--- config.mk ---
export PLATFORM = sky130hd
export DESIGN_NAME = tsc_regs
export DESIGN_NICKNAME = d
export VERILOG_FILES = /design/src/core/tsc_sync.v /design/src/core/tsc_regs.v
export VERILOG_INCLUDE_DIRS = /design/src /design/src/core
export SDC_FILE = /design/constraint.sdc
export NUM_CORES = 1
export LEC_CHECK = 0
export BUFFER_PORTS_ARGS = -buffer_cell sky130_fd_sc_hd__buf_2
export CAP_MARGIN = 0
export CORE_MARGIN = 2
export CORE_UTILIZATION = 35
export CTS_BUF_LIST = sky130_fd_sc_hd__clkbuf_8
export CTS_CLUSTER_DIAMETER = 50
export CTS_CLUSTER_SIZE = 28
export DETAILED_ROUTE_END_ITERATION = 6
export GPL_TIMING_DRIVEN = 0
export PLACE_DENSITY = 0.6
export SETUP_SLACK_MARGIN = 0.5
export SLEW_MARGIN = 20
export SYNTH_ARGS = -nofsm -noshare
export SYNTH_HDL_FRONTEND = slang
export SYNTH_SLANG_ARGS = --single-unit
--- constraint.sdc ---
create_clock -name clk -period 2.85 [get_ports clk]
set_clock_uncertainty 0.1 [all_clocks]
set_input_delay 0 -clock clk [delete_from_list [all_inputs] [get_ports clk]]
set_output_delay 0 -clock clk [all_outputs]
set_load 0.05 [all_outputs]
--- src/core/tsc_consts.vh ---
/*
 * Constants of the touch sensor control register bank: register
 * addresses, write masks, reset values, field positions, pin function
 * codes and timing figures.
 * Assumes a 125 MHz system clock; included by bare name.
 */
`ifndef TSC_CONSTS_VH
`define TSC_CONSTS_VH

// clock rate
`define CLK_HZ            125000000
`define CLK_KHZ           125000
`define CLK_MHZ           125

// register addresses
`define A_CHAN_EN         8'h01
`define A_MODE_SLEEP      8'h05
`define A_SLAVE_ADDR      8'h06
`define A_LED_EN          8'h07
`define A_TOUCH           8'h2a
`define A_PAD_SPEED       8'h34
`define A_ROUTING         8'h35
`define A_IRQ_IR          8'h36
`define A_RST_CLK_DEB     8'h37
`define A_EXPIRY          8'h38
`define A_THRESH_FIRST    8'h39
`define A_THRESH_LAST     8'h40

// writable bits per register; reserved bits read as zero
`define M_MODE_SLEEP      8'h09
`define M_IRQ_IR          8'hf8
`define M_RST_CLK_DEB     8'h1e
`define M_THRESH          6'h3f

// reset values
`define R_CHAN_EN         8'hff
`define R_MODE_SLEEP      8'h00
`define R_SLAVE_ADDR      8'h48
`define R_LED_EN          8'h00
`define R_PAD_SPEED       8'h0a
`define R_ROUTING         8'h41
`define R_IRQ_IR          8'h10
`define R_RST_CLK_DEB     8'h0c
`define R_EXPIRY          8'h54
`define R_THRESH          6'h09

// field positions
`define F_BF              0
`define F_SLEEP           3
`define F_ADDR            7:1
`define F_CALIB_RATE      1:0
`define F_SER_CLK         4:2
`define F_PAD_IMP         5
`define F_DATA_PU         6
`define F_SYNC_PU         7
`define F_PAR_MODE        0
`define F_PAR_POL         1
`define F_PWM             2
`define F_P7_IR           3
`define F_P3_IRQ          4
`define F_SYNC_FN         6:5
`define F_A1_FN           7
`define F_LED_MODE        3
`define F_IR_WAIT         5:4
`define F_IRQ_MODE        6
`define F_A2_FN           7
`define F_SOFT_RESET_CMD          0
`define F_CLK_OFF         1
`define F_RESPONSE        4:2
`define F_STS_CLR         5
`define F_EXP_MODE        0
`define F_EXP_ON          1
`define F_EXP_TIME        5:2
`define F_MULTI           6
`define F_CAL_HOLD        7

// sync pin function codes
`define SYNC_UNUSED       2'b00
`define SYNC_REGULATOR    2'b01
`define SYNC_IRQ          2'b10
`define SYNC_IR_IN        2'b11

// timing figures
`define IR_WAIT_A_MS      90
`define IR_WAIT_B_MS      160
`define EXPIRY_UNIT_S     4
`define IRQ_PULSE_CYC     8'h7d   // 1 us of clk, sized for its counter

`endif

--- src/core/tsc_sync.v ---
/*
 * Two flip-flop synchroniser for a bundle of pin levels.
 * Assumes each bit is an independent slow level from another domain.
 */
`timescale 1ns/1ps
`default_nettype none
module tsc_sync #(
   parameter W = 1
) (
   input  wire         clk,
   input  wire         rst_n,
   input  wire [W-1:0] asyncIn,
   output wire [W-1:0] syncOut
);
   reg [W-1:0] stage1_reg;
   reg [W-1:0] stage2_reg;

   // first stage feeds only the second
   always @(posedge clk or negedge rst_n) begin
      if (!rst_n) begin
         stage1_reg <= {W{1'b0}};
         stage2_reg <= {W{1'b0}};
      end else begin
         stage1_reg <= asyncIn;
         stage2_reg <= stage1_reg;
      end
   end
   assign syncOut = stage2_reg;
endmodule
`default_nettype wire

--- src/core/tsc_regs.v ---
/*
 * Register bank of an eight channel touch sensor behind a two-wire
 * serial slave port, with touch decision, output shaping, pin routing,
 * IR pause timing and output expiry.
 * Assumes scl/sda/reset/ir pins are asynchronous; touchRaw and
 * sampleTick come from sensing logic on clk.
 */
// What this block does
// - channel enables, disabled channel held reset
// - mode bit picks normal or baseline follow
// - sleep bit drives regulator control output
// - writable slave address, loaded from OTP
// - read-only touch result, one bit each
// - calibration rate field and global hold
// - three-bit serial clock rate selection
// - pad impedance and two pull-up enables
// - parallel outputs with selectable polarity
// - LED drive only with PWM, parallel off
// - port7 IR input, port3 interrupt choice
// - sync pin function field, reset interrupt
// - analog pins route interrupt or regulator
// - IR wait time and LED blanking
// - interrupt as pulse or level
// - clock stop bit and soft reset
// - touch after response plus one detections
// - status clear bit pulses clear
// - output expiry by four-second units
// - single or multi output operation
// - six-bit per channel threshold fields
// - auto increment address, ack every byte
`timescale 1ns/1ps
`default_nettype none
`include "tsc_consts.vh"
module tsc_regs #(
   parameter [31:0] IR_WAIT_A_CYCLES = `IR_WAIT_A_MS * `CLK_KHZ,
   parameter [31:0] IR_WAIT_B_CYCLES = `IR_WAIT_B_MS * `CLK_KHZ,
   parameter [31:0] EXPIRY_UNIT_CYCLES = `EXPIRY_UNIT_S * `CLK_HZ
) (
   input  wire        clk,
   input  wire        rst_n,
   input  wire        resetPin,
   input  wire        sclPin,
   input  wire        sdaPinIn,
   output wire        sdaPinOut,
   output reg         sdaPinOe,
   input  wire        sampleTick,
   input  wire [7:0]  touchRaw,
   input  wire        otpAddrValid,
   input  wire [6:0]  otpSlaveAddr,
   input  wire        port7In,
   input  wire        syncPinIn,
   output reg  [7:0]  parallelOut,
   output reg  [7:0]  parallelOe,
   output reg         syncPinOut,
   output reg         syncPinOe,
   output wire        analog1IrqSel,
   output wire        analog1Irq,
   output wire        analog2RegSel,
   output wire        analog2Regulator,
   output wire [7:0]  channelEnable,
   output wire        baselineFollow,
   output wire [1:0]  calibRate,
   output wire        calibHold,
   output wire [2:0]  serialClkSel,
   output wire        padLowImpedance,
   output wire        dataPinPullup,
   output wire        syncPinPullup,
   output wire        clockStop,
   output wire        softResetPulse,
   output wire        mtpStatusClear,
   output wire        sensingPause,
   output wire        ledPwmMode,
   output reg  [47:0] channelThresholds
);
   localparam [2:0] S_IDLE = 3'd0;
   localparam [2:0] S_ADDR = 3'd1;
   localparam [2:0] S_ADDRACK = 3'd2;
   localparam [2:0] S_WR = 3'd3;
   localparam [2:0] S_WRACK = 3'd4;
   localparam [2:0] S_RD = 3'd5;
   localparam [2:0] S_RDACK = 3'd6;

   wire [4:0] pinSync;
   wire       rstPinS = pinSync[4];
   wire       sclS = pinSync[3];
   wire       sdaS = pinSync[2];
   wire       port7S = pinSync[1];
   wire       syncS = pinSync[0];

   reg [7:0]  chanEn_reg, modeSleep_reg, slaveAddr_reg, ledEn_reg;
   reg [7:0]  padSpeed_reg, routing_reg, irqIr_reg, rstClkDeb_reg;
   reg [7:0]  expiry_reg, touch_reg;
   reg [5:0]  thresh_reg [0:7];
   reg        swRst_reg, stsClr_reg, otpPending_reg;
   reg        sclD_reg, sdaD_reg, isRead_reg, idxPhase_reg, wrStb_reg;
   reg [2:0]  st_reg;
   reg [3:0]  bitCnt_reg;
   reg [7:0]  shift_reg, tx_reg, ptr_reg, wrAddr_reg, wrData_reg;
   reg [3:0]  deb_reg [0:7];
   reg [7:0]  det_reg, detPrev_reg;
   reg [31:0] unitCnt_reg, irWait_reg;
   reg [3:0]  units_reg;
   reg [7:0]  irqPulse_reg;
   reg [7:0]  parallelOutNext, parallelOeNext;
   reg        syncPinOutNext, syncPinOeNext;
   integer    i, j, k, m;

   tsc_sync #(.W(5)) pinSyncInst (
      .clk     (clk),
      .rst_n   (rst_n),
      .asyncIn ({resetPin, sclPin, sdaPinIn, port7In, syncPinIn}),
      .syncOut (pinSync)
   );

   // register read decode; unmapped addresses read zero
   function [7:0] readReg;
      input [7:0] a;
      begin
         case (a)
            `A_CHAN_EN:     readReg = chanEn_reg;
            `A_MODE_SLEEP:  readReg = modeSleep_reg;
            `A_SLAVE_ADDR:  readReg = slaveAddr_reg;
            `A_LED_EN:      readReg = ledEn_reg;
            `A_TOUCH:       readReg = touch_reg;
            `A_PAD_SPEED:   readReg = padSpeed_reg;
            `A_ROUTING:     readReg = routing_reg;
            `A_IRQ_IR:      readReg = irqIr_reg;
            `A_RST_CLK_DEB: readReg = rstClkDeb_reg;
            `A_EXPIRY:      readReg = expiry_reg;
            default: begin
               if (a >= `A_THRESH_FIRST && a <= `A_THRESH_LAST)
                  readReg = {2'b00, thresh_reg[a[2:0] - 3'd1]};
               else
                  readReg = 8'h00;
            end
         endcase
      end
   endfunction

   wire [7:0] rdByte = readReg(ptr_reg);
   wire       clrAll = swRst_reg | rstPinS;

   // bus edges from synchronised copies only
   always @(posedge clk or negedge rst_n) begin
      if (!rst_n) begin
         sclD_reg <= 1'b1;
         sdaD_reg <= 1'b1;
      end else begin
         sclD_reg <= sclS;
         sdaD_reg <= sdaS;
      end
   end
   wire sclRise = sclS & ~sclD_reg;
   wire sclFall = ~sclS & sclD_reg;
   wire startC = sclS & sclD_reg & sdaD_reg & ~sdaS;
   wire stopC = sclS & sclD_reg & ~sdaD_reg & sdaS;
   assign sdaPinOut = 1'b0;                      // open drain low only

   // serial slave: address, index byte on writes only, then streamed data
   always @(posedge clk or negedge rst_n) begin
      if (!rst_n) begin
         st_reg <= S_IDLE;
         bitCnt_reg <= 4'h0;
         shift_reg <= 8'h00;
         tx_reg <= 8'h00;
         ptr_reg <= 8'h00;
         isRead_reg <= 1'b0;
         idxPhase_reg <= 1'b0;
         wrStb_reg <= 1'b0;
         wrAddr_reg <= 8'h00;
         wrData_reg <= 8'h00;
         sdaPinOe <= 1'b0;
      end else begin
         wrStb_reg <= 1'b0;
         if (startC) begin
            st_reg <= S_ADDR;
            bitCnt_reg <= 4'h0;
            sdaPinOe <= 1'b0;
         end else if (stopC) begin
            st_reg <= S_IDLE;
            sdaPinOe <= 1'b0;
         end else if (sclRise) begin
            if (st_reg == S_ADDR || st_reg == S_WR) begin
               shift_reg <= {shift_reg[6:0], sdaS};
               bitCnt_reg <= bitCnt_reg + 4'h1;
            end else if (st_reg == S_RDACK) begin
               ptr_reg <= ptr_reg + 8'h01;
               if (sdaS)
                  st_reg <= S_IDLE;              // master nack ends read
            end
         end else if (sclFall) begin
            case (st_reg)
               S_ADDR: if (bitCnt_reg == 4'h8) begin
                  if (shift_reg[7:1] == slaveAddr_reg[`F_ADDR]) begin
                     sdaPinOe <= 1'b1;
                     isRead_reg <= shift_reg[0];
                     st_reg <= S_ADDRACK;
                  end else
                     st_reg <= S_IDLE;
               end
               S_ADDRACK: if (isRead_reg) begin
                  tx_reg <= rdByte;
                  sdaPinOe <= ~rdByte[7];
                  bitCnt_reg <= 4'h1;
                  st_reg <= S_RD;
               end else begin
                  sdaPinOe <= 1'b0;
                  bitCnt_reg <= 4'h0;
                  idxPhase_reg <= 1'b1;
                  st_reg <= S_WR;
               end
               S_WR: if (bitCnt_reg == 4'h8) begin
                  sdaPinOe <= 1'b1;
                  st_reg <= S_WRACK;
                  if (idxPhase_reg) begin
                     ptr_reg <= shift_reg;
                     idxPhase_reg <= 1'b0;
                  end else begin
                     wrStb_reg <= 1'b1;
                     wrAddr_reg <= ptr_reg;
                     wrData_reg <= shift_reg;
                     ptr_reg <= ptr_reg + 8'h01;
                  end
               end
               S_WRACK: begin
                  sdaPinOe <= 1'b0;
                  bitCnt_reg <= 4'h0;
                  st_reg <= S_WR;
               end
               S_RD: if (bitCnt_reg == 4'h8) begin
                  sdaPinOe <= 1'b0;
                  st_reg <= S_RDACK;
               end else begin
                  sdaPinOe <= ~tx_reg[6];
                  tx_reg <= {tx_reg[6:0], 1'b0};
                  bitCnt_reg <= bitCnt_reg + 4'h1;
               end
               S_RDACK: begin
                  tx_reg <= rdByte;
                  sdaPinOe <= ~rdByte[7];
                  bitCnt_reg <= 4'h1;
                  st_reg <= S_RD;
               end
               default: st_reg <= S_IDLE;
            endcase
         end
      end
   end

   // register writes; pin or soft reset restores every value
   always @(posedge clk or negedge rst_n) begin
      if (!rst_n) begin
         chanEn_reg <= `R_CHAN_EN;
         modeSleep_reg <= `R_MODE_SLEEP;
         slaveAddr_reg <= `R_SLAVE_ADDR;
         ledEn_reg <= `R_LED_EN;
         padSpeed_reg <= `R_PAD_SPEED;
         routing_reg <= `R_ROUTING;
         irqIr_reg <= `R_IRQ_IR;
         rstClkDeb_reg <= `R_RST_CLK_DEB;
         expiry_reg <= `R_EXPIRY;
         for (i = 0; i < 8; i = i + 1)
            thresh_reg[i] <= `R_THRESH;
         swRst_reg <= 1'b0;
         stsClr_reg <= 1'b0;
         otpPending_reg <= 1'b1;
      end else if (clrAll) begin
         chanEn_reg <= `R_CHAN_EN;
         modeSleep_reg <= `R_MODE_SLEEP;
         slaveAddr_reg <= `R_SLAVE_ADDR;
         ledEn_reg <= `R_LED_EN;
         padSpeed_reg <= `R_PAD_SPEED;
         routing_reg <= `R_ROUTING;
         irqIr_reg <= `R_IRQ_IR;
         rstClkDeb_reg <= `R_RST_CLK_DEB;
         expiry_reg <= `R_EXPIRY;
         for (i = 0; i < 8; i = i + 1)
            thresh_reg[i] <= `R_THRESH;
         swRst_reg <= 1'b0;
         stsClr_reg <= 1'b0;
         otpPending_reg <= 1'b1;
      end else begin
         stsClr_reg <= 1'b0;
         otpPending_reg <= 1'b0;
         // stored address comes from otp right after reset
         if (otpPending_reg && otpAddrValid)
            slaveAddr_reg <= {otpSlaveAddr, 1'b0};
         if (wrStb_reg) begin
            case (wrAddr_reg)
               `A_CHAN_EN:    chanEn_reg <= wrData_reg;
               `A_MODE_SLEEP: modeSleep_reg <= wrData_reg & `M_MODE_SLEEP;
               `A_SLAVE_ADDR: slaveAddr_reg <= wrData_reg;
               `A_LED_EN:     ledEn_reg <= wrData_reg;
               `A_PAD_SPEED:  padSpeed_reg <= wrData_reg;
               `A_ROUTING:    routing_reg <= wrData_reg;
               `A_IRQ_IR:     irqIr_reg <= wrData_reg & `M_IRQ_IR;
               `A_EXPIRY:     expiry_reg <= wrData_reg;
               `A_RST_CLK_DEB: begin
                  rstClkDeb_reg <= wrData_reg & `M_RST_CLK_DEB;
                  swRst_reg <= wrData_reg[`F_SOFT_RESET_CMD];
                  stsClr_reg <= wrData_reg[`F_STS_CLR];
               end
               default: begin
                  if (wrAddr_reg >= `A_THRESH_FIRST &&
                      wrAddr_reg <= `A_THRESH_LAST)
                     thresh_reg[wrAddr_reg[2:0] - 3'd1] <=
                        wrData_reg[5:0] & `M_THRESH;
               end
            endcase
         end
      end
   end

   // consecutive detections per channel; disabled channel held reset
   wire [3:0] debTarget = {1'b0, rstClkDeb_reg[`F_RESPONSE]} + 4'h1;
   always @(posedge clk or negedge rst_n) begin
      if (!rst_n) begin
         det_reg <= 8'h00;
         for (j = 0; j < 8; j = j + 1)
            deb_reg[j] <= 4'h0;
      end else begin
         for (j = 0; j < 8; j = j + 1) begin
            if (!chanEn_reg[j] || clrAll) begin
               deb_reg[j] <= 4'h0;
               det_reg[j] <= 1'b0;
            end else if (sampleTick) begin
               if (!touchRaw[j]) begin
                  deb_reg[j] <= 4'h0;
                  det_reg[j] <= 1'b0;
               end else if (deb_reg[j] + 4'h1 >= debTarget)
                  det_reg[j] <= 1'b1;
               else
                  deb_reg[j] <= deb_reg[j] + 4'h1;
            end
         end
      end
   end

   // output expiry counts whole units while outputs stand unchanged (mode bit set) or while any output is on (mode bit clear)
   wire detChange = det_reg != detPrev_reg;
   wire expRestart = expiry_reg[`F_EXP_MODE] ? detChange : ~|det_reg;
   wire expired = expiry_reg[`F_EXP_ON] &&
                  units_reg >= expiry_reg[`F_EXP_TIME];
   always @(posedge clk or negedge rst_n) begin
      if (!rst_n) begin
         detPrev_reg <= 8'h00;
         unitCnt_reg <= 32'h0;
         units_reg <= 4'h0;
      end else begin
         detPrev_reg <= det_reg;
         if (!expiry_reg[`F_EXP_ON] || expRestart) begin
            unitCnt_reg <= 32'h0;
            units_reg <= 4'h0;
         end else if (!expired) begin
            if (unitCnt_reg == EXPIRY_UNIT_CYCLES - 32'h1) begin
               unitCnt_reg <= 32'h0;
               units_reg <= units_reg + 4'h1;
            end else
               unitCnt_reg <= unitCnt_reg + 32'h1;
         end
      end
   end

   // single mode keeps only the lowest touched channel
   wire [7:0] lowest = det_reg & (~det_reg + 8'h01);
   wire [7:0] shaped = expiry_reg[`F_MULTI] ? det_reg : lowest;
   wire [7:0] report = expired ? 8'h00 : shaped;
   wire       touchEvt = report != touch_reg;
   wire       irqSig = irqIr_reg[`F_IRQ_MODE] ? |touch_reg :
                       (irqPulse_reg != 8'h00);
   always @(posedge clk or negedge rst_n) begin
      if (!rst_n) begin
         touch_reg <= 8'h00;
         irqPulse_reg <= 8'h00;
      end else begin
         touch_reg <= report;
         if (touchEvt)
            irqPulse_reg <= `IRQ_PULSE_CYC;
         else if (irqPulse_reg != 8'h00)
            irqPulse_reg <= irqPulse_reg - 8'h01;
      end
   end

   // ir input pauses sensing while high and for the wait time after
   wire irFromSync = routing_reg[`F_SYNC_FN] == `SYNC_IR_IN;
   wire irSelected = routing_reg[`F_P7_IR] | irFromSync;
   wire irLevel = routing_reg[`F_P7_IR] ? port7S : (irFromSync & syncS);
   wire [31:0] irWaitLoad = irqIr_reg[5] ? 32'h0 :
                            (irqIr_reg[4] ? IR_WAIT_B_CYCLES :
                             IR_WAIT_A_CYCLES);
   wire ledBlank = irqIr_reg[`F_LED_MODE] & irSelected & ~irLevel;
   always @(posedge clk or negedge rst_n) begin
      if (!rst_n)
         irWait_reg <= 32'h0;
      else if (irLevel)
         irWait_reg <= irWaitLoad;
      else if (irWait_reg != 32'h0)
         irWait_reg <= irWait_reg - 32'h1;
   end
   assign sensingPause = irLevel | (irWait_reg != 32'h0);

   // pin routing for the parallel ports and the sync pin
   assign ledPwmMode = routing_reg[`F_PWM] & ~routing_reg[`F_PAR_MODE];
   always @* begin
      parallelOutNext = 8'h00;
      parallelOeNext = 8'h00;
      for (k = 0; k < 8; k = k + 1) begin
         if (routing_reg[`F_PAR_MODE]) begin
            parallelOutNext[k] = routing_reg[`F_PAR_POL] ?
                                 touch_reg[k] : ~touch_reg[k];
            parallelOeNext[k] = 1'b1;
         end else if (ledPwmMode) begin
            parallelOutNext[k] = ledEn_reg[k] & ~ledBlank;
            parallelOeNext[k] = 1'b1;
         end
      end
      if (routing_reg[`F_P3_IRQ]) begin
         parallelOutNext[3] = irqSig;
         parallelOeNext[3] = 1'b1;
      end
      if (routing_reg[`F_P7_IR]) begin
         parallelOutNext[7] = 1'b0;
         parallelOeNext[7] = 1'b0;
      end
      case (routing_reg[`F_SYNC_FN])
         `SYNC_REGULATOR: begin
            syncPinOutNext = modeSleep_reg[`F_SLEEP];
            syncPinOeNext = 1'b1;
         end
         `SYNC_IRQ: begin
            syncPinOutNext = irqSig;
            syncPinOeNext = 1'b1;
         end
         default: begin
            syncPinOutNext = 1'b0;
            syncPinOeNext = 1'b0;
         end
      endcase
   end

   // parallel and sync pin drivers come from flops so decode glitches never reach those pins
   always @(posedge clk or negedge rst_n) begin
      if (!rst_n) begin
         parallelOut <= 8'h00;
         parallelOe <= 8'h00;
         syncPinOut <= 1'b0;
         syncPinOe <= 1'b0;
      end else begin
         parallelOut <= parallelOutNext;
         parallelOe <= parallelOeNext;
         syncPinOut <= syncPinOutNext;
         syncPinOe <= syncPinOeNext;
      end
   end

   // flattened thresholds, channel 0 in the low bits
   always @* begin
      channelThresholds = 48'h0;
      for (m = 0; m < 8; m = m + 1)
         channelThresholds[m*6 +: 6] = thresh_reg[m];
   end

   // configuration and strobe outputs straight from the registers; analog1Irq also gated by the interrupt, analog2Regulator by the sleep bit
   assign channelEnable = chanEn_reg;
   assign baselineFollow = modeSleep_reg[`F_BF];
   assign calibRate = padSpeed_reg[`F_CALIB_RATE];
   assign calibHold = expiry_reg[`F_CAL_HOLD];
   assign serialClkSel = padSpeed_reg[`F_SER_CLK];
   assign padLowImpedance = padSpeed_reg[`F_PAD_IMP];
   assign dataPinPullup = padSpeed_reg[`F_DATA_PU];
   assign syncPinPullup = padSpeed_reg[`F_SYNC_PU];
   assign analog1IrqSel = routing_reg[`F_A1_FN];
   assign analog1Irq = routing_reg[`F_A1_FN] & irqSig;
   assign analog2RegSel = irqIr_reg[`F_A2_FN];
   assign analog2Regulator = irqIr_reg[`F_A2_FN] &
                             modeSleep_reg[`F_SLEEP];
   assign clockStop = rstClkDeb_reg[`F_CLK_OFF];
   assign softResetPulse = swRst_reg;
   assign mtpStatusClear = stsClr_reg;
endmodule
`default_nettype wire

Word level (Yosys, flattened, before mapping)
Cells that the tools add are included.
- word-level logic and storage cells: 522
- bits of input ports: 24
- bits in registers: 335
- output and inout bits: 95
- $add $sub $neg: 18
- bitwise logic cells: 49
- magnitude comparators: 16
- reduce and logical (&&, ||, !) cells: 97
- multiplexer cells: 211
- equality and inequality tests: 70
- operators with widths (cell ; number):
    2-to-1 mux 8 bit ; 39
    2-to-1 mux 48 bit ; 4
    2-to-1 mux 4 bit ; 41
    2-to-1 mux 32 bit ; 5
    2-to-1 mux 1 bit ; 92
    == test 8 x 6 -> 1 bit (second input constant) ; 11
    one-hot mux 8 bit (10 select lines) ; 1
    2-to-1 mux 25 bit ; 2
    AND reduction 2 bit ; 25
    nonzero test 2 bit ; 25
    bitwise mux 48 bit ; 1
    == test 8 x 3 -> 1 bit (second input constant) ; 6
    AND reduction 7 bit ; 6
    adder 4 x 1 -> 4 bit (second input constant) ; 10
    >= comparator 4 bit ; 9
    2-to-1 mux 3 bit ; 11
    adder 32 x 1 -> 32 bit (second input constant) ; 1
    == test 32 x 29 -> 1 bit (second input constant) ; 1
    nonzero test 32 bit ; 1
    subtractor 32 x 1 -> 32 bit (second input constant) ; 1
    inequality test 3 x 1 -> 1 bit (second input constant) ; 10
    2-to-1 mux 6 bit ; 4
    inequality test 3 bit (second input constant) ; 8
    bitwise AND 1 bit ; 21
    other kinds (52) ; 126

Longest topological paths before layout
Gate-level depths: netlist (run 1).
- depth after elaboration: 14
- mapped depth: 11
- mapped depth without buffers: 8

Hierarchy
Synthesis (run 1) repeated with hierarchy kept, for this count alone.
- cell total of the unflattened synthesis: 1780
- area total of the unflattened synthesis: 17279.1 µm²
- modules (own cells, without submodules) (module ; times used ; seq. area each (µm²) ; area each (µm²) ; cells each):
    tsc_regs ; 1 ; 7731.2 ; 17028.8 ; 1770
    tsc_sync ; 1 ; 250.2 ; 250.2 ; 10

Least setup slack after synthesis (run 1)
No wires, ideal clock.
- kind: reg-to-reg
- start point: register ptr_reg[0]
- end point: register tx_reg[1]
- path buffers: 4
- cell stages (with the launch flop): 12
- data required time: 2621 ps
- arrival: 2908 ps
- period minus slack after synthesis: 3137 ps
- library setup time: 129 ps
- setup slack: -287 ps
- cells stage by stage: dfrtp_1 clkbuf_1 clkbuf_1 inv_1 ha_1 clkbuf_1 and3_1 clkbuf_1 a22o_1 a221oi_1 nor2_1 a2111o_1
- cells in the longest elaborated chain, start to end: 9
- elaborated cells between the ends (all ways): 22
- those cells by class: add/sub: 1; order compare: 2; eq/ne: 10; mux: 7; bitwise: 1; reduce/logical: 1
- RTL lines (element ; line ; RTL):
    start, declared ; tsc_regs.v:98 ; reg [7:0] shift_reg, tx_reg, ptr_reg, wrAddr_reg, wrData_reg;
    start signal, assigned ; tsc_regs.v:187 ; ptr_reg <= ptr_reg + 8'h01;
    start signal, assigned ; tsc_regs.v:216 ; ptr_reg <= shift_reg;
    start signal, assigned ; tsc_regs.v:222 ; ptr_reg <= ptr_reg + 8'h01;
    subtractor 3 x 1 -> 3 bit ; tsc_regs.v:132 ; readReg = {2'b00, thresh_reg[a[2:0] - 3'd1]};
    inverter 3 -> 4 bit (not written as such) ; tsc_regs.v:132 ;
    binary-select mux 6 bit (select 3 bit) ; tsc_regs.v:132 ;
    2-to-1 mux 6 bit (not written as such) (2 in series) ; tsc_regs.v:132 ;
    2-to-1 mux 6 bit ; tsc_regs.v:131 ; if (a >= `A_THRESH_FIRST && a <= `A_THRESH_LAST)
    one-hot mux 8 bit (10 select lines) (*) ; tsc_regs.v:119 ; case (a)
    2-to-1 mux 7 bit ; tsc_regs.v:201 ; S_ADDRACK: if (isRead_reg) begin
    one-hot mux 7 bit (3 select lines) (*) ; tsc_regs.v:192 ; case (st_reg)
    end signal, assigned ; tsc_regs.v:202 ; tx_reg <= rdByte;
    end signal, assigned ; tsc_regs.v:235 ; tx_reg <= {tx_reg[6:0], 1'b0};
    end signal, assigned ; tsc_regs.v:239 ; tx_reg <= rdByte;
    end, declared ; tsc_regs.v:98 ;
Every way passes the cells marked *; elsewhere a longest branch is shown, timed or not. The select of a mux whose other input is x is not followed.
A chain may end at the register's enable or synchronous reset.

Worst setup path after layout (run 1)
- start point: register rstClkDeb_reg[2]
- end point: register deb_reg[22] (netlist bit)
- cells in the longest elaborated chain, start to end: 4
- RTL lines (element ; line ; RTL):
    start, declared ; tsc_regs.v:91 ; reg [7:0] padSpeed_reg, routing_reg, irqIr_reg, rstClkDeb_reg;
    start signal, assigned ; tsc_regs.v:260 ; rstClkDeb_reg <= `R_RST_CLK_DEB;
    start signal, assigned ; tsc_regs.v:275 ; rstClkDeb_reg <= `R_RST_CLK_DEB;
    start signal, assigned ; tsc_regs.v:299 ; rstClkDeb_reg <= wrData_reg & `M_RST_CLK_DEB;
    adder 3 x 1 -> 4 bit ; tsc_regs.v:315 ; wire [3:0] debTarget = {1'b0, rstClkDeb_reg[`F_RESPONSE]} + 4'h1;
    >= comparator 4 bit ; tsc_regs.v:330 ; end else if (deb_reg[j] + 4'h1 >= debTarget)
    inequality test 3 bit (no line) ; -- ;
    AND reduction 2 bit (no line) ; -- ;
    end signal, assigned by index ; tsc_regs.v:333 ; deb_reg[j] <= deb_reg[j] + 4'h1;
    end, declared ; tsc_regs.v:99 ; reg [3:0] deb_reg [0:7];
No other way between the ends.

==> results of run 1 <==
area by class of cell:
class	instances	area (µm²)
inverters	73	304.0
well taps	672	840.8
fillers	4530	25800
multi-input cells	1336	11020
repair buffers	305	2486
flip-flops and latches	317	7989
clock buffers	44	605.6
plain buffers	94	680.7
clock inverters	30	334.1
diodes	2	5.005
timing repair:
item                                   in CTS  in global routing
resized for setup                         244                194
buffers inserted                           94                 54
gates cloned                                3                  1
setup endpoints to repair                 233                191
endpoints found under the hold margin     261                  0
pin swaps                                 101                147
hold buffers                               35                  0
Yosys cell counts (all sizes together) (22+ instances only):
library cell / number
dfrtp: 278
nor2: 226
nand2: 173
mux2i: 113
clkbuf: 78
inv: 73
ha: 67
xnor2: 64
a21oi: 62
nand3: 55
nor3: 53
o21ai: 47
nor2b: 43
dfstp: 39
xor2: 36
mux2: 35
nand2b: 25
nand4: 22
per-layer routing:
layer	up-vias	wire length, µm	track usage [%]
li1	7167	-	-
met1	7896	24540	28.29
met2	550	27050	33.57
met3	157	3778	4.046
met4	0	2465	8.929
met5	-	0	0
through the flow:
stage                     hold WS [ps]  cells
after floorplan                 -395.6   1820
after global routing             126.0   2872
after global placement           9.952   2607
after CTS                        47.49   2816
after detailed placement        -62.64   2610
final                            96.04   2873
power by group through the flow:
stage | Sequential, mW | Combinational, mW | Clock, mW
CTS | 4.71 | 0.760 | 4.04
finish | 4.72 | 0.807 | 3.93
global route | 4.74 | 0.884 | 4.22
detailed placement | 4.80 | 0.616 | 0
global placement | 4.79 | 0.580 | 0
floorplan | 4.76 | 0.381 | 0
cell families (layout without fill, tap and decap cells):
group / Yosys count / after routing / share of synthesized area, %
adder cells (fa/ha/maj): 67 / 67 / 4.731
buffers and inverters: 167 / 546 / 3.735
AO/OA/AOI/OAI: 288 / 288 / 11.45
multiplexers: 160 / 160 / 10.13
flip-flops: 317 / 317 / 45.04
XOR/XNOR: 100 / 100 / 4.943
AND/OR/NAND/NOR: 720 / 720 / 19.94
other: 1 / 3 / 0.02116
worst max-delay path, delay by kind of cell (launching register included):
kind            cells  cell delay [ps]
flops               1              600
buf+inv             3              330
compound gates      2              430
simple gates        3              590
fa+ha+maj           2              440
worst max path at each step:
stage | from | endpoint | slack, ps | cells past startpoint
floorplan | ptr_reg[0] | tx_reg[1] | 430 | 11
global placement | rst_n | irWait_reg[5] | -4510 | 1
detailed placement | wrAddr_reg[0] | channelThresholds[11] | -60 | 8
CTS | irWait_reg[14] | sensingPause | 270 | 6
global route | rstClkDeb_reg[2] | deb_reg[22] | 170 | 10
finish | rstClkDeb_reg[2] | deb_reg[22] | 270 | 10
==> out/qor.yml, run 1 <==
via_per_inst: 5.489
slew_viol_final: 0
place.detailed.hpwl_um: 37940
hold_end: "deb_reg[24]"
largest_register_ffs: 48
synth_area_leaders: "dfrtp_1 (39%), mux2i_1 (6.4%), dfstp_2 (5.8%), nor2_1 (4.7%), ha_1 (4.7%)"
gr-usage-all-layers_pct: 21.15
fin_tns_setup_ps: 0
insertion_delay_ps: 640
drc_errors: 0
seq_area_frac_synth_pct: 45.04
seqPwrFrac_pct: 49.9
crit_path_start_kind: "flip-flop"
drive_gt1_share_pct: 33.38
fp.dieW_um: 229.0
worstPathArrival_ps: 3010
worstRegToRegCells: 10
io-pin-count: 119
crit_chain: "ha_4 -> inv_8 -> buf_12 -> ha_4 -> a2111oi_4 -> or3_1 -> clkbuf_8 -> nand2_1 -> or3_1 -> a31oi_1"
synth_edf_count: 0
ys_types: 77
final_core_util_pct: 48.46
rsz0062_at_grt: "true"
cts_tree: "done"
grt_overflow: 0
mostFrequentLayoutCell: "dfrtp_1"
row_count: 82
wl_um: 57840
async_flop_share_pct: 100.0
drt_iter0_drc: 1300
place_ws_ps: -59.93
timing.final.crit_share_pct: 90.54
grt_max_degree: 89
cts.htree.levels: 2
syn_area_um2: 17720
grt_pass1_vias: 15620
placed_area_um2: 19560
synth_top_area_share_pct: 39.26
fin_crit_ps: 2580
r2r_end: "deb_reg[22]"
yosys.area.top_type: "dfrtp_1"
r2r-start: "rstClkDeb_reg[2]"
place.gp.congestion: 0.9096
worst_pin_slew_ps: 890.9
setup_viol_count_final: 0
min_path_cells: 5
core_area_um2: 50070
ys.flop_type: "dfrtp_1"
design_area_um2: 24260
status: "complete, no violations"
yosys_warnings: 0
p_comb_share_pct: 8.5
slowest_stage: "dfstp_2"
end_kind: "flip-flop"
synthToLayoutAreaGrowth_pct: 36.93
clkTransAtPathRegs_ps: 90
fmax_mhz: 387.5
drv_cap: 0
final_nets: 2258
syn-instance-count: 1820
firstDrtPassIters: 6
p_int_mw: 6.809
power.leakage_nw: 10.28
totalPowerFinal_mw: 9.465
vias: 15770
dieArea_um2: 52440
die_h_um: 229.0
critPathKind: "reg -> reg"
critPathRequiredTime_ps: 3280
avgSynthCellArea_um2: 9.736
power_switching_share_pct: 28.06
initial_core_util_pct: 35.39
ant_nets: 0
synth_seq_cells: 317
most-common-layout-cells: "dfrtp_1 (272), nor2_1 (205), nand2_1 (168)"
antenna_found_initial: 3
setup_slack_ps: 269.5
p_clk_share_pct: 41.6
wl_per_cell_um: 20.13
cts_buffers: 40
portBuffers: 115
rrSetupSlack_ps: 270
max-slew-margin-rel_pct: 40.61
pwr_density_cell_nw_per_um2: 390.1
grt_first_pass_wirelength_um: 88250
ir_worst_vdd_uv: 296.4
power.switching_mw: 2.656
cts.sinks: 317
critical_path_peak_fanout: 6
synth_nets: 1911
hold_viol_final: 0
clockBufferDepth: 3
hp-class: "in -> reg"
holdCritStartpoint: "sampleTick"
cts_root_buf: "clkbuf_8"
slowest_delay_ps: 600
Note: power is estimated with default switching activity, not from simulation.
==> inputs of run 2 (changes only) <==
--- a/config.mk
+++ b/config.mk
@@ -20,4 +20,5 @@
 export SLEW_MARGIN = 20
 export SYNTH_ARGS = -nofsm -noshare
 export SYNTH_HDL_FRONTEND = slang
+export SYNTH_HIERARCHICAL = 1
 export SYNTH_SLANG_ARGS = --single-unit
==> run 2 against run 1 <==
Global-route usage fell by 0.51 points. Final area fell by 5.2%. Utilization fell by 1.4 points. Die area fell by 2.4%. Critical path depth rose by 2. Flip-flop and latch count did not move. First-iteration DRC count rose by 2.2%. Count of clock-buffer cells in the layout fell by 2. Worst hold slack improved by 96 ps. Cell count fell by 3.6%. Routed wire length fell by 8.1%. Via count fell by 4.3%. Critical path type unchanged.
==> out/qor.yml, run 2 <==
p_comb_share_pct: 9.0  # +0.5 points
mostFrequentLayoutCell: "dfrtp_1"
synth_top_area_share_pct: 40.26  # +1.0 points
drive_gt1_share_pct: 29.60  # -3.8 points
syn_area_um2: 17280  # -2.5%
cts_buffers: 40  # unchanged
vias: 15090  # -4.3%
placed_area_um2: 19340  # -1.1%
grt_pass1_vias: 14780  # -5.3%
synth_seq_cells: 317  # unchanged
initial_core_util_pct: 35.37  # about the same
final_core_util_pct: 47.07  # -1.4 points
place.gp.congestion: 0.8873  # -2.5%
worst_pin_slew_ps: 946.0  # +55.17 ps
fmax_mhz: 384.3  # -0.82%
seqPwrFrac_pct: 50.5  # +0.6 points
ys.flop_type: "dfrtp_1"
wl_per_cell_um: 19.20  # -4.6%
cts.htree.levels: 2  # unchanged
die_h_um: 226.2  # -1.2%
crit_chain: "clkbuf_8 -> clkbuf_16 -> inv_8 -> ha_4 -> clkbuf_16 -> and3_4 -> buf_8 -> a32oi_2 -> o221ai_2 -> or4b_4 -> buf_8 -> o221ai_2"
most-common-layout-cells: "dfrtp_1 (274), nor2_1 (169), nand2_1 (135)"
synthToLayoutAreaGrowth_pct: 33.07
async_flop_share_pct: 100.0  # unchanged
yosys.area.top_type: "dfrtp_1"
firstDrtPassIters: 6  # unchanged
timing.final.crit_share_pct: 91.29  # +0.75 points
insertion_delay_ps: 630  # about the same
io-pin-count: 119  # unchanged
p_int_mw: 6.717  # -1.4%
worstPathArrival_ps: 3030  # +20 ps
clockBufferDepth: 3  # unchanged
via_per_inst: 5.449  # -0.74%
grt_first_pass_wirelength_um: 82790  # -6.2%
holdCritStartpoint: "touchRaw[3]"
max-slew-margin-rel_pct: 36.93  # -3.7 points
critPathKind: "reg -> reg"
clkTransAtPathRegs_ps: 90  # about the same
core_area_um2: 48850  # -2.4%
cts.sinks: 317  # unchanged
synth_edf_count: 0  # unchanged
final_nets: 2164  # -4.2%
synth_area_leaders: "dfrtp_1 (40%), dfstp_2 (5.9%), mux2i_1 (5.6%), ha_1 (4.9%), nor2_1 (4.1%)"
grt_max_degree: 89  # unchanged
row_count: 81  # -1.2%
design_area_um2: 22990  # -5.2%
status: "complete, no violations"
cts_tree: "done"
critPathRequiredTime_ps: 3270  # about the same
avgSynthCellArea_um2: 9.707  # -0.29%
critPathBufInv: 6  # +3
fp.dieW_um: 226.2  # -1.2%
seq_area_frac_synth_pct: 46.19  # +1.1 points
r2r-start: "ptr_reg[0]"
end_kind: "flip-flop"
critPathTopFamily: "buffers and inverters"
totalPowerFinal_mw: 9.463  # about the same
place_ws_ps: -232.7  # -172.7 ps
slew_viol_final: 0  # unchanged
crit_path_start_kind: "flip-flop"
placed_cells: 2565  # -1.7%
rsz0062_at_grt: "true"
portBuffers: 115  # unchanged
p_clk_share_pct: 40.5  # -1.1 points
drt_iter0_drc: 1328  # +2.2%
power.switching_mw: 2.747  # +3.4%
instances_no_fill: 2769  # -3.6%
critical_path_peak_fanout: 6  # unchanged
drc_errors: 0  # unchanged
antenna_found_initial: 0  # -3
gr-usage-all-layers_pct: 20.64  # -0.51 points
pwr_density_cell_nw_per_um2: 411.6  # +5.5%
ys_types: 70  # -9.1%
yosys-top-cells-count: "dfrtp_1 (278), nor2_1 (190), nand2_1 (141)"
post-synth-top-count-cell: "dfrtp_1"
hp-class: "in -> reg"
yosys_warnings: 6  # +6
hold_viol_final: 0  # unchanged
power.leakage_nw: 9.605  # -6.6%
slowest_stage: "or4b_4"
grt_overflow: 0  # unchanged
place.detailed.hpwl_um: 35840  # -5.5%
cts_root_buf: "clkbuf_8"
wl_um: 53160  # -8.1%
ir_worst_vdd_uv: 314.2  # +6.0%
syn-instance-count: 1780  # -2.2%
synth_nets: 1871  # -2.1%
ant_nets: 0  # unchanged
critPathLaunch: "ptr_reg[0]"
setup_slack_ps: 248.2  # -21.36 ps
largest_register_ffs: 48  # unchanged
power_switching_share_pct: 29.02  # +0.97 points
slowest_delay_ps: 540  # -60 ps
drv_cap: 0  # unchanged
setup_viol_count_final: 0  # unchanged
dieArea_um2: 51160  # -2.4%
fin_crit_ps: 2602  # +21.36 ps
antenna_cells: 0  # -2
==> run 2: per-layer routing <==
metal,GRT usage [%],share of wire [%],up-vias
met1,28.15,43,7531
met2,33.37,48,446
met5,0,0,-
li1,-,-,7014
met3,3.448,5.7,96
met4,6.749,3.1,0
==> run 2: power by group through the flow <==
stage / combinational (mW) / clock [mW] / sequential [mW]
after floorplan: 0.438 / 0 / 4.80
after global placement: 0.648 / 0 / 4.84
after detailed placement: 0.683 / 0 / 4.85
after CTS: 0.807 / 3.94 / 4.77
after global routing: 0.948 / 4.11 / 4.80
final: 0.852 / 3.83 / 4.78
==> run 2: worst paths after layout <==
path	end	slack, ps	cells past startpoint
max	tx_reg[4]	250	12
min	deb_reg[18]	190	4
max reg2reg	tx_reg[4]	250	12
min reg2reg	pinSyncInst/syncOut[3]	250	0
max in group asynchronous	isRead_reg	900	5
min in group asynchronous	unitCnt_reg[30]	410	3
==> run 2: cell type report <==
cell class              count  area [µm²]
flip-flops and latches    317        7986
multi-input cells        1319       10410
fillers                  4586       25860
plain buffers              95       619.3
well taps                 664       830.8
repair buffers            251        2021
inverters                  49       211.5
clock buffers              42       578.1
clock inverters            32       334.1
==> run 2: worst min-delay path, stage by stage <==
cell,delay (ps)
dlygate4sd3_1,530
buf_2,170
o211ai_1,90
a31oi_1,80
==> run 2: repair_timing <==
item,in CTS,in global routing
gates resized for setup,201,138
cloned,1,1
endpoints found under the setup margin,227,195
hold endpoints to repair,256,0
pin swaps,77,83
hold buffers,36,0
setup buffers,63,29
==> run 2: per-stage QoR <==
step	hold WS [ps]	setup TNS (ps)
CTS	139.8	0
finish	192.2	0
detailed placement	-39.21	-1866
global placement	7.673	-1365920
global route	190.5	0
floorplan	-395.6	0
==> run 2: kinds of logic after synthesis <==
group	after synthesis	share of synthesized area, %
buffers and inverters	144	3.324
xor gates and xnor gates	91	4.613
DFF	317	46.19
other	1	0.02170
AOI/OAI and AO/OA	331	12.19
adders and majority gates	67	4.852
muxes	129	8.494
and+or+nand+nor	700	20.32
